<file path="config.mk">
export PLATFORM = sky130hd
export DESIGN_NAME = msm_ctrl
export DESIGN_NICKNAME = d
export VERILOG_FILES = /design/src/core/msm_pkg.sv /design/src/core/msm_sw_if.sv /design/src/core/msm_ctrl.sv /design/src/core/msm_switch.sv
export VERILOG_INCLUDE_DIRS = /design/src /design/src/core
export SDC_FILE = /design/constraint.sdc
export NUM_CORES = 1
export LEC_CHECK = 0
export BUFFER_PORTS_ARGS = -buffer_cell sky130_fd_sc_hd__buf_4
export CAP_MARGIN = 20
export CELL_PAD_IN_SITES_DETAIL_PLACEMENT = 1
export CELL_PAD_IN_SITES_GLOBAL_PLACEMENT = 1
export CORE_UTILIZATION = 49
export DETAILED_ROUTE_END_ITERATION = 16
export PLACE_DENSITY = 0.78
export SYNTH_ARGS = -nofsm -noshare
export SYNTH_HDL_FRONTEND = slang
export SYNTH_HIERARCHICAL = 1
export SYNTH_SLANG_ARGS = --single-unit
</file>
<file path="constraint.sdc">
create_clock -name clk -period 6.9 [get_ports clk]
set_input_delay 0.69 -clock clk [delete_from_list [all_inputs] [get_ports clk]]
set_output_delay 0.69 -clock clk [all_outputs]
set_load 0.01 [all_outputs]
</file>
<file path="src/core/msm_cfg.svh">
// timing counts, register offsets and field positions of the magnet switch mode controller
`ifndef MSM_CFG_SVH
`define MSM_CFG_SVH

// clock and the 1 ms timing tick
`define MSM_CLK_PERIOD_PS   5000
`define MSM_TICK_PS         1000000000
`define MSM_TICK_CYCLES     (`MSM_TICK_PS / `MSM_CLK_PERIOD_PS)

// times in 1 ms ticks
`define MSM_DEBOUNCE_MS     20
`define MSM_HOLD_SHORT_MS   3000
`define MSM_HOLD_LONG_MS    10000
`define MSM_CAL_PROMPT_MS   5000
`define MSM_EDIT_IDLE_MS    3500
`define MSM_FLASH_PERIOD_MS 60000
`define MSM_FLASH_MS        2000
`define MSM_SCROLL_MS       2000
`define MSM_WARMUP_MS       120000

// menu figures
`define MSM_PROG_IDLE_SCROLLS 4
`define MSM_ZERO_SCROLLS      2
`define MSM_ZERO_MESSAGES     3
`define MSM_MENU_ITEMS        8
`define MSM_SIGNAL_CHECK_ITEM 6

// loop current levels in microamps
`define MSM_LOOP_FAULT_UA   0
`define MSM_LOOP_CAL_UA     2000
`define MSM_LOOP_ZERO_UA    4000
`define MSM_LOOP_SPAN_UA    16000

// register offsets
`define MSM_ADDR_READING    4'h0
`define MSM_ADDR_STATUS     4'h1
`define MSM_ADDR_CONTROL    4'h2

// status word fields
`define MSM_STAT_CAL_BIT       14
`define MSM_STAT_CAL_FAULT_BIT 8
`define MSM_STAT_FAULT_W       8

// control write bits, both act as one-shot commands
`define MSM_CTRL_CLR_CAL_FAULT 0
`define MSM_CTRL_FORCE_NORMAL  1

`endif

</file>
<file path="src/core/msm_pkg.sv">
// types of the magnet switch mode controller
package msm_pkg;

    typedef enum logic [3:0] {
        MSG_READING,
        MSG_UNITS_GAS,
        MSG_FAULT_DETECTED,
        MSG_FAULT_LIST,
        MSG_CAL_PROMPT,
        MSG_ZERO_CAL,
        MSG_SETTING_ZERO,
        MSG_ZERO_SAVED,
        MSG_SPAN_CAL,
        MSG_MENU_ITEM,
        MSG_EDIT_ITEM
    } msm_msg_type;

    typedef enum logic [2:0] {
        ST_NORMAL,
        ST_FAULT_LIST,
        ST_CAL_PROMPT,
        ST_ZERO_CAL,
        ST_SPAN_CAL,
        ST_PROG_SCROLL,
        ST_PROG_EDIT
    } msm_state_type;

endpackage : msm_pkg

</file>
<file path="src/core/msm_sw_if.sv">
// classified events of one magnetic switch
`timescale 1ns/100ps
interface msm_sw_if;
    logic active;
    logic touch;
    logic hold_short;
    logic hold_long;

    modport sense (output active, output touch, output hold_short, output hold_long);
    modport sink  (input active, input touch, input hold_short, input hold_long);
endinterface : msm_sw_if

</file>
<file path="src/core/msm_ctrl.sv">
// magnet switch mode controller: menu sequencing, display, loop current, status port
`timescale 1ns/100ps
`include "msm_cfg.svh"
module msm_ctrl #(
    parameter int          READ_W      = 12,
    parameter logic [31:0] TICK_CYCLES = `MSM_TICK_CYCLES
) (
    // clock and reset
    input  wire logic                 clk,
    input  wire logic                 reset,
    // magnetic switches
    input  wire logic                 magnet_switch_left,
    input  wire logic                 magnet_switch_right,
    // measurement side
    input  wire logic [READ_W-1:0]    reading,
    input  wire logic [7:0]           sensor_faults,
    input  wire logic                 cal_fault_set,
    input  wire logic                 span_done,
    // parallel status port
    input  wire logic [3:0]           bus_addr,
    input  wire logic [15:0]          bus_wdata,
    input  wire logic                 bus_write,
    input  wire logic                 bus_read,
    output logic      [15:0]          bus_rdata,
    // readout module
    output logic                      arrow_left,
    output logic                      arrow_right,
    output msm_pkg::msm_msg_type      display_msg,
    output logic      [2:0]           display_item,
    output logic      [READ_W-1:0]    display_value,
    // analog side
    output logic      [15:0]          loop_ua,
    output logic                      in_calibration,
    output logic                      zero_cal_active,
    output logic                      span_cal_active
);
    msm_sw_if sw_left ();
    msm_sw_if sw_right ();

    logic        tick_reg, tick_next;
    logic [31:0] presc_reg, presc_next;

    msm_switch u_left (
        .clk        (clk),
        .reset      (reset),
        .tick       (tick_reg),
        .switch_raw (magnet_switch_left),
        .sw         (sw_left.sense)
    );

    msm_switch u_right (
        .clk        (clk),
        .reset      (reset),
        .tick       (tick_reg),
        .switch_raw (magnet_switch_right),
        .sw         (sw_right.sense)
    );

    // one shared millisecond tick keeps every timer a small counter
    always_comb begin
        tick_next  = 1'b0;
        presc_next = presc_reg + 32'h1;
        if (presc_reg >= TICK_CYCLES - 32'h1) begin
            presc_next = 32'h0;
            tick_next  = 1'b1;
        end
    end

    always_ff @(posedge clk or posedge reset) begin
        if (reset) begin
            presc_reg <= 32'h0;
            tick_reg  <= 1'b0;
        end else begin
            presc_reg <= presc_next;
            tick_reg  <= tick_next;
        end
    end

    // menu state
    msm_pkg::msm_state_type state_reg, state_next;
    msm_pkg::msm_msg_type   msg_reg, msg_next;
    logic [31:0]            timer_reg, timer_next;
    logic [31:0]            minute_reg, minute_next;
    logic [2:0]             count_reg, count_next;
    logic [2:0]             item_reg, item_next;
    logic                   cal_fault_reg, cal_fault_next;
    logic                   force_normal;
    logic                   clear_fault;
    logic                   any_fault;
    logic                   activity;

    assign force_normal = bus_write && bus_addr == `MSM_ADDR_CONTROL
                          && bus_wdata[`MSM_CTRL_FORCE_NORMAL];
    assign clear_fault  = bus_write && bus_addr == `MSM_ADDR_CONTROL
                          && bus_wdata[`MSM_CTRL_CLR_CAL_FAULT];
    assign any_fault    = (|sensor_faults) || cal_fault_reg;
    assign activity     = sw_left.active || sw_right.active || sw_left.touch || sw_right.touch;

    always_comb begin
        state_next  = state_reg;
        timer_next  = timer_reg + {31'h0, tick_reg};
        minute_next = 32'h0;
        count_next  = count_reg;
        item_next   = item_reg;
        msg_next    = msm_pkg::MSG_READING;
        // a fault that arrives together with the clear stays set
        cal_fault_next = cal_fault_set ? 1'b1 : (clear_fault ? 1'b0 : cal_fault_reg);
        case (state_reg)
            msm_pkg::ST_NORMAL: begin
                minute_next = minute_reg + {31'h0, tick_reg};
                if (minute_reg >= `MSM_FLASH_PERIOD_MS - 1) begin
                    minute_next = 32'h0;
                end
                if (minute_reg < `MSM_FLASH_MS) begin
                    msg_next = any_fault ? msm_pkg::MSG_FAULT_DETECTED
                                         : msm_pkg::MSG_UNITS_GAS;
                end
                if (sw_left.hold_short) begin
                    state_next = msm_pkg::ST_CAL_PROMPT;
                end else if (sw_right.hold_short) begin
                    state_next = msm_pkg::ST_PROG_SCROLL;
                    item_next  = 3'h0;
                    count_next = 3'h0;
                end else if ((sw_left.touch || sw_right.touch) && any_fault) begin
                    state_next = msm_pkg::ST_FAULT_LIST;
                end
            end
            msm_pkg::ST_FAULT_LIST: begin
                msg_next = msm_pkg::MSG_FAULT_LIST;
                if (timer_reg >= `MSM_SCROLL_MS) begin
                    state_next = msm_pkg::ST_NORMAL;
                end
            end
            msm_pkg::ST_CAL_PROMPT: begin
                msg_next = msm_pkg::MSG_CAL_PROMPT;
                if (sw_left.hold_short) begin
                    state_next = msm_pkg::ST_ZERO_CAL;
                    count_next = 3'h0;
                end else if (sw_right.hold_short) begin
                    state_next = msm_pkg::ST_SPAN_CAL;
                end else if (timer_reg >= `MSM_CAL_PROMPT_MS) begin
                    state_next = msm_pkg::ST_NORMAL;
                end
            end
            msm_pkg::ST_ZERO_CAL: begin
                // two scrolls per message, three messages in order
                case (count_reg[2:1])
                    2'h0:    msg_next = msm_pkg::MSG_ZERO_CAL;
                    2'h1:    msg_next = msm_pkg::MSG_SETTING_ZERO;
                    default: msg_next = msm_pkg::MSG_ZERO_SAVED;
                endcase
                if (timer_reg >= `MSM_SCROLL_MS) begin
                    timer_next = 32'h0;
                    count_next = count_reg + 3'h1;
                    if (count_reg == 3'(`MSM_ZERO_SCROLLS * `MSM_ZERO_MESSAGES - 1)) begin
                        state_next = msm_pkg::ST_NORMAL;
                    end
                end
            end
            msm_pkg::ST_SPAN_CAL: begin
                msg_next = msm_pkg::MSG_SPAN_CAL;
                if (span_done) begin
                    state_next = msm_pkg::ST_NORMAL;
                end
            end
            msm_pkg::ST_PROG_SCROLL: begin
                msg_next = msm_pkg::MSG_MENU_ITEM;
                if (sw_left.hold_short) begin
                    state_next = msm_pkg::ST_PROG_EDIT;
                end else if (sw_right.touch || sw_left.touch) begin
                    timer_next = 32'h0;
                    count_next = 3'h0;
                    item_next  = sw_right.touch ? item_reg + 3'h1 : item_reg - 3'h1;
                end else if (sw_left.active || sw_right.active) begin
                    count_next = 3'h0;
                end else if (timer_reg >= `MSM_SCROLL_MS) begin
                    timer_next = 32'h0;
                    item_next  = item_reg + 3'h1;
                    count_next = count_reg + 3'h1;
                    if (count_reg == 3'(`MSM_PROG_IDLE_SCROLLS - 1)) begin
                        state_next = msm_pkg::ST_NORMAL;
                    end
                end
            end
            msm_pkg::ST_PROG_EDIT: begin
                msg_next = msm_pkg::MSG_EDIT_ITEM;
                if (activity) begin
                    timer_next = 32'h0;
                end
                if (sw_left.hold_short) begin
                    state_next = msm_pkg::ST_PROG_SCROLL;
                    count_next = 3'h0;
                end else if (timer_reg >= `MSM_EDIT_IDLE_MS
                             && item_reg != 3'(`MSM_SIGNAL_CHECK_ITEM)) begin
                    state_next = msm_pkg::ST_PROG_SCROLL;
                    count_next = 3'h0;
                end
            end
            default: begin
                state_next = msm_pkg::ST_NORMAL;
            end
        endcase
        // a declared calibration fault aborts a zero or span calibration in progress; the calibration prompt is left running
        if (force_normal || (cal_fault_set && (state_reg == msm_pkg::ST_ZERO_CAL
                                               || state_reg == msm_pkg::ST_SPAN_CAL))) begin
            state_next = msm_pkg::ST_NORMAL;
        end
        if (state_next != state_reg) begin
            timer_next  = 32'h0;
            minute_next = 32'h0;
        end
    end

    always_ff @(posedge clk or posedge reset) begin
        if (reset) begin
            state_reg     <= msm_pkg::ST_NORMAL;
            msg_reg       <= msm_pkg::MSG_READING;
            timer_reg     <= 32'h0;
            minute_reg    <= 32'h0;
            count_reg     <= 3'h0;
            item_reg      <= 3'h0;
            cal_fault_reg <= 1'b0;
        end else begin
            state_reg     <= state_next;
            msg_reg       <= msg_next;
            timer_reg     <= timer_next;
            minute_reg    <= minute_next;
            count_reg     <= count_next;
            item_reg      <= item_next;
            cal_fault_reg <= cal_fault_next;
        end
    end

    // loop current, warm-up hold and status bits
    logic [31:0] warm_reg, warm_next;
    logic [15:0] loop_reg, loop_next;
    logic        in_cal_reg, in_cal_next;
    logic        zero_reg, span_reg;
    logic [31:0] scaled;

    assign scaled = (32'(reading) * 32'(`MSM_LOOP_SPAN_UA)) >> READ_W;

    always_comb begin
        in_cal_next = state_next == msm_pkg::ST_CAL_PROMPT
                      || state_next == msm_pkg::ST_ZERO_CAL
                      || state_next == msm_pkg::ST_SPAN_CAL;
        warm_next = warm_reg;
        if (warm_reg < `MSM_WARMUP_MS) begin
            warm_next = warm_reg + {31'h0, tick_reg};
        end
        // calibration fault beats calibration beats warm-up
        if (cal_fault_next) begin
            loop_next = 16'(`MSM_LOOP_FAULT_UA);
        end else if (in_cal_next) begin
            loop_next = 16'(`MSM_LOOP_CAL_UA);
        end else if (warm_reg < `MSM_WARMUP_MS) begin
            loop_next = 16'(`MSM_LOOP_ZERO_UA);
        end else begin
            loop_next = 16'(32'(`MSM_LOOP_ZERO_UA) + scaled);
        end
    end

    always_ff @(posedge clk or posedge reset) begin
        if (reset) begin
            warm_reg   <= 32'h0;
            loop_reg   <= 16'(`MSM_LOOP_ZERO_UA);
            in_cal_reg <= 1'b0;
            zero_reg   <= 1'b0;
            span_reg   <= 1'b0;
        end else begin
            warm_reg   <= warm_next;
            loop_reg   <= loop_next;
            in_cal_reg <= in_cal_next;
            zero_reg   <= state_next == msm_pkg::ST_ZERO_CAL;
            span_reg   <= state_next == msm_pkg::ST_SPAN_CAL;
        end
    end

    // polled status port, answered the cycle after the read strobe
    logic [15:0] status_word;
    logic [15:0] rdata_reg, rdata_next;
    logic [READ_W-1:0] value_reg;

    always_comb begin
        status_word = 16'h0;
        status_word[`MSM_STAT_FAULT_W-1:0]  = sensor_faults;
        status_word[`MSM_STAT_CAL_FAULT_BIT] = cal_fault_reg;
        status_word[`MSM_STAT_CAL_BIT]       = in_cal_reg;
        rdata_next = 16'h0;
        if (bus_read) begin
            case (bus_addr)
                `MSM_ADDR_READING: rdata_next = 16'(reading);
                `MSM_ADDR_STATUS:  rdata_next = status_word;
                default:           rdata_next = 16'h0;
            endcase
        end
    end

    always_ff @(posedge clk or posedge reset) begin
        if (reset) begin
            rdata_reg <= 16'h0;
            value_reg <= '0;
        end else begin
            rdata_reg <= rdata_next;
            value_reg <= reading;
        end
    end

    assign bus_rdata       = rdata_reg;
    assign arrow_left      = sw_left.active;
    assign arrow_right     = sw_right.active;
    assign display_msg     = msg_reg;
    assign display_item    = item_reg;
    assign display_value   = value_reg;
    assign loop_ua         = loop_reg;
    assign in_calibration  = in_cal_reg;
    assign zero_cal_active = zero_reg;
    assign span_cal_active = span_reg;

endmodule : msm_ctrl

</file>
<file path="src/core/msm_switch.sv">
// synchroniser, debouncer and hold classifier for one magnetic switch
`timescale 1ns/100ps
`include "msm_cfg.svh"
module msm_switch #(
    parameter logic [31:0] DEB_MS   = `MSM_DEBOUNCE_MS,
    parameter logic [31:0] SHORT_MS = `MSM_HOLD_SHORT_MS,
    parameter logic [31:0] LONG_MS  = `MSM_HOLD_LONG_MS
) (
    // clock and reset
    input  wire logic clk,
    input  wire logic reset,
    // 1 ms tick and raw switch
    input  wire logic tick,
    input  wire logic switch_raw,
    // classified events
    msm_sw_if.sense   sw
);
    logic        sync1_reg, sync2_reg;
    logic        stable_reg, stable_next;
    logic [31:0] deb_reg, deb_next;
    logic [31:0] hold_reg, hold_next;
    logic        short_done_reg, short_done_next;
    logic        touch_reg, touch_next;
    logic        hs_reg, hs_next;
    logic        hl_reg, hl_next;

    always_comb begin
        stable_next     = stable_reg;
        deb_next        = 32'h0;
        hold_next       = hold_reg;
        short_done_next = short_done_reg;
        touch_next      = 1'b0;
        hs_next         = 1'b0;
        hl_next         = 1'b0;
        // a level must stay changed for the whole window, so a glitch restarts it
        if (sync2_reg != stable_reg) begin
            deb_next = deb_reg;
            if (tick) begin
                if (deb_reg >= DEB_MS - 32'h1) begin
                    stable_next = sync2_reg;
                    deb_next    = 32'h0;
                end else begin
                    deb_next = deb_reg + 32'h1;
                end
            end
        end
        if (!stable_reg) begin
            hold_next       = 32'h0;
            short_done_next = 1'b0;
        end else if (tick && hold_reg < LONG_MS) begin
            // timing starts with the arrow, i.e. the debounced level
            hold_next = hold_reg + 32'h1;
            if (hold_reg == SHORT_MS - 32'h1) begin
                hs_next         = 1'b1;
                short_done_next = 1'b1;
            end
            if (hold_reg == LONG_MS - 32'h1) begin
                hl_next = 1'b1;
            end
        end
        if (stable_reg && !stable_next && !short_done_reg) begin
            touch_next = 1'b1;
        end
    end

    always_ff @(posedge clk or posedge reset) begin
        if (reset) begin
            sync1_reg      <= 1'b0;
            sync2_reg      <= 1'b0;
            stable_reg     <= 1'b0;
            deb_reg        <= 32'h0;
            hold_reg       <= 32'h0;
            short_done_reg <= 1'b0;
            touch_reg      <= 1'b0;
            hs_reg         <= 1'b0;
            hl_reg         <= 1'b0;
        end else begin
            sync1_reg      <= switch_raw;
            sync2_reg      <= sync1_reg;
            stable_reg     <= stable_next;
            deb_reg        <= deb_next;
            hold_reg       <= hold_next;
            short_done_reg <= short_done_next;
            touch_reg      <= touch_next;
            hs_reg         <= hs_next;
            hl_reg         <= hl_next;
        end
    end

    assign sw.active     = stable_reg;
    assign sw.touch      = touch_reg;
    assign sw.hold_short = hs_reg;
    assign sw.hold_long  = hl_reg;

endmodule : msm_switch

</file>
# Word-level counts from Yosys, hierarchy flattened
# Cells that the tools add are included.
[totals]
out_inout_bits = 56
wordCells = 212
ff_bits = 330
input_bits = 48
[classes]
n_mul = 1
eq_ne = 33
n_reduce_logical = 35
order_cmp = 11
n_mux = 88
n_addsub = 12
[op_table]
columns = ["cell", "n"]
rows = [
  ["$mux W32", 20],
  ["$add A32 B1 Y32 const B", 5],
  ["$add A32 B1 Y32", 3],
  ["$mux W3", 32],
  ["$pmux W32 S3", 1],
  ["$eq A32 B12 Y1 const B", 2],
  ["$ge A32 B5 Y1 const B", 2],
  ["$lt A32 B14 Y1 const B", 2],
  ["$mux W15", 4],
  ["$ge A32 B11 Y1 const B", 1],
  ["$ge A32 B12 Y1 const B", 1],
  ["$ge A32 B13 Y1 const B", 1],
  ["$ge A32 B16 Y1 const B", 1],
  ["$ge A32 B18 Y1 const B", 1],
  ["$lt A32 B11 Y1 const B", 1],
  ["$lt A32 B17 Y1 const B", 1],
  ["$pmux W15 S2", 1],
  ["$pmux W4 S7", 1],
  ["$mux W1", 23],
  ["$pmux W3 S7", 1],
  ["$mul A12 B7 Y19 const B", 1],
  ["$ne A2 B2 Y1 const B", 8],
  ["$add A12 B14 Y15 const A", 1],
  ["$eq A3 B2 Y1 const B", 5],
  ["27 further kinds", 61],
]

# Logic depth before layout (Yosys ltp)
[depth]
word_depth = 13
mapped_depth = 19
mapped_depth_nobuf = 19

# Cells and area by module
# Netlist, hierarchy kept.
[by_module_without_submodules]
columns = ["mod", "cells_each", "seq_area_each_um2", "n_inst", "area_per_inst_um2"]
rows = [
  ["msm_ctrl", 941, 4662.0, 1, 9995.8],
  ["msm_switch (u_right)", 302, 1776.7, 1, 3221.8],
  ["msm_switch (u_left)", 301, 1776.7, 1, 3139.3],
]

# Worst setup path before layout
# Ideal clock, no wire load.
[synth_path]
kind = "in2reg"
from = "input port reading[0]"
to = "register loop_reg[13] (netlist: loop_ua[13])"
setup_slack_ns = 1.432
arrival_ns = 5.379
cell_stages = 16
setup_ns = 0.089
required_time_ns = 6.811
n_path_buf = 0
cell_sequence = "fa_1 > fa_1 > inv_1 > fa_1 > fa_1 > inv_1 > ha_1 > or2_1 > o22a_4 > a41o_4 > a221o_1 > mux2i_1 > or4_4 > o221a_1 > o31ai_1 > nor3b_1"
[synth_between]
elab_chain_cells = 5
[synth_lines]
columns = ["item", "line_no", "rtl"]
rows = [
  ["from (decl)", "msm_ctrl.sv:15", "input wire logic [READ_W-1:0] reading,"],
  ["$mul A12 B7 Y19", "msm_ctrl.sv:241", "assign scaled = (32'(reading) * 32'(`MSM_LOOP_SPAN_UA)) >> READ_W;"],
  ["$add A12 B14 Y15", "msm_ctrl.sv:259", "loop_next = 16'(32'(`MSM_LOOP_ZERO_UA) + scaled);"],
  ["$mux W15", "msm_ctrl.sv:256", "end else if (warm_reg < `MSM_WARMUP_MS) begin"],
  ["$mux W15", "msm_ctrl.sv:254", "end else if (in_cal_next) begin"],
  ["$mux W15", "msm_ctrl.sv:252", "if (cal_fault_next) begin"],
  ["net loop_next[13]", "msm_ctrl.sv:236", "logic [15:0] loop_reg, loop_next;"],
  ["to (signal assigned)", "msm_ctrl.sv:266", "loop_reg <= 16'(`MSM_LOOP_ZERO_UA);"],
  ["to (signal assigned)", "msm_ctrl.sv:272", "loop_reg <= loop_next;"],
  ["to (decl)", "msm_ctrl.sv:236", ""],
]
# The timed path passes the listed nets, and every way through them passes these cells.
# A chain may end at the register's enable or synchronous reset.

# Worst setup path in the final report
[layout_path]
from = "input port reading[5]"
to = "register loop_reg[13] (netlist: loop_ua[13])"
# Same word-level chain as after synthesis.

==> impl_metrics.py <==
metrics = {
    "setup_path": {
        "critPathBufInv": 3,
        "end_kind": "flip-flop",
        "cp_cell_sequence": "buf_4 -> inv_1 -> fa_1 -> fa_1 -> fa_1 -> fa_1 -> inv_1 -> ha_1 -> a21oi_1 -> nand2_1 -> a41o_4 -> a21oi_1 -> xnor2_1 -> ha_1 -> or4_4 -> o221a_1 -> o31ai_1 -> nor3b_1",
        "max_stage_delay_ps": 580,
        "critPathArrivalTime_ps": 5870,
        "critPathKind": "in2reg",
        "startpoint_type": "input pin",
        "path_max_fanout": 5,
        "crit_path_top_delay_cell": "fa_1",
        "critPathRequiredTime_ps": 7340,
        "crit_cells": 18,
        "critical_path.most_common_cell": "fa_1",
        "path_delay_family": "adder cells",
        "r2r_cells": 9,
        "r2r_setup_slack_ps": 3250,
    },
    "floorplanning": {
        "rows": 66,
        "core_sq_mm": 0.0326,
        "die_h_microns": 184,
        "ios": 104,
        "start_util": 0.498,
        "dieArea_sq_mm": 0.0339,
        "fp.dieW_microns": 184,
    },
    "sta": {
        "hold_ws_ps": 268,
        "worst_pin_slew_ps": 904,
        "max_freq_mhz": 184,
        "setup_tns_ps": 0,
        "period_share": 0.787,
        "finalHoldViolations": 0,
        "slew_viol_final": 0,
        "setup-violations-final": 0,
        "period_minus_slack_ps": 5430,
        "maxSlewHeadroom": 0.397,
        "rsz0062_at_grt": "false",
        "finalClockSkew_ps": 13.5,
    },
    "cts": {
        "cts_root_buf": "clkbuf_16",
        "postCtsResizedCells": 0,
        "clock_latency_ps": 530,
        "htreeDepth": 2,
        "max-clock-path-buffers": 3,
        "cts_setup_buffers": 0,
        "ctsHoldBuffers": 0,
        "clk_pin_slew_ps": 60,
        "clock-sinks": 326,
        "numCtsBuffers": 38,
        "cts_tree": "yes",
    },
    "drt": {
        "drtPass1Iterations": 6,
        "wl_per_cell_microns": 17.9,
        "drc": 0,
        "ant_nets": 0,
        "drt_iter0_markers": 553,
        "num_vias": 11668,
        "routed_wl_microns": 37800,
        "viasPerCell": 5.52,
    },
    "grt": {
        "use_met2": 0.405,
        "gr-max-usage-layer": "met2",
        "antenna_found_initial": 0,
        "grt_first_pass_wirelength_microns": 64400,
        "grt-ovfl-total": 0,
        "grt_util_met1": 0.309,
        "track_usage": 0.235,
        "grt_pass1_vias": 12766,
        "grt_max_degree": 122,
        "grt_use_met3": 0.0360,
    },
    "place": {
        "hpwl_microns": 25200,
        "portBuffers": 85,
        "place.gp.congestion": 0.820,
    },
    "finish": {
        "fill_cells": 3493,
        "antenna_cells": 0,
        "final_nets": 1788,
        "syn_to_final_growth_pct": 15.9,
        "layout-drive-gt1-share": 0.130,
    },
    "power": {
        "vdd_drop_max_mv": 0.277,
        "leakage_nw": 8.73,
        "powerDensity_mw_per_mm2": 293,
    },
    "synth": {
        "syn_area_sq_mm": 0.0163,
        "syn_inst": 1534,
        "postSynthAreaPerCell_sq_um": 10.6,
        "yosys_warnings": 6,
    },
    "run_status": {
        "outcome": "finished, final reports clean",
    },
    "job": {
        "drv_cap": 0,
    },
    "hold_path": {
        "hp-class": "in2reg",
        "whs_path_depth": 1,
    },
}
-- placed cells by master (no fill, tap or decap), types with 6 or more instances in the layout --
master     instances
a21o_1             8
a21oi_1           43
a31oi_1           21
and2_1            49
and3_1            31
and4_1             9
buf_4             97
bufinv_16          6
clkbuf_16         38
clkbuf_8          13
conb_1            34
dfrtp_1          320
dfstp_2            6
fa_1              37
ha_1              60
inv_1             94
mux2_2             6
mux2i_1           22
nand2_1           75
nand2b_1          13
nand3_1           68
nand4_1           30
nor2_1           173
nor3_1            23
nor3b_1            6
nor4_1            91
nor4b_1            9
o21a_1             6
o21ai_0           23
or3_1              8
or4_1              8
xnor2_1           77
xor2_1            57
-- metrics by stage --
step                 util  instances  setup WS [ps]  instance area (sq um)  power [W]
floorplan               -       1567           1160                  16400    0.00306
finish              0.577       2114           1470                  18800    0.00552
detailed placement  0.534       2043            937                  17400    0.00334
global route        0.577       2114           1150                  18800    0.00584
global placement    0.534       2043           1100                  17400    0.00328
CTS                 0.577       2112           1470                  18800    0.00560
-- layer usage --
metal	wire, microns	up-vias
met4	788	0
met5	0	-
met1	16900	5926
met3	1420	57
met2	18700	172
li1	-	5513
-- path summary, 6_finish.rpt --
| check | from | end |
|---|---|---|
| min in group asynchronous | reset | minute_reg[17]$_DFF_PP0_ |
| max reg2reg | timer_reg[24]$_DFF_PP0_ | loop_ua[14]$_DFF_PP0_ |
| min reg2reg | u_right/sync1_reg$_DFF_PP0_ | u_right/sync2_reg$_DFF_PP0_ |
| min | magnet_switch_right | u_right/sync1_reg$_DFF_PP0_ |
| max in group asynchronous | reset | warm_reg[30]$_DFFE_PP0P_ |
| max | reading[5] | loop_ua[13]$_DFF_PP0_ |
-- area by class of cell --
type	count	area [sq um]	share of cell area
Clock inverter	15	264	0.0140
Inverter	99	379	0.0201
Multi-Input combinational cell	1080	7590	0.403
Sequential cell	326	8170	0.433
Tap cell	442	553	0.0294
Timing Repair Buffer	98	743	0.0395
Clock buffer	54	1140	0.0606
-- power by group --
part	internal (W)	total (W)	leakage, nW	switching (W)
logic	0.000569	0.00130	3.65	0.000729
clock network	0.00139	0.00220	0.693	0.000815
registers	0.00197	0.00202	4.39	0.0000525
Note: power is estimated with default switching activity, not from simulation.
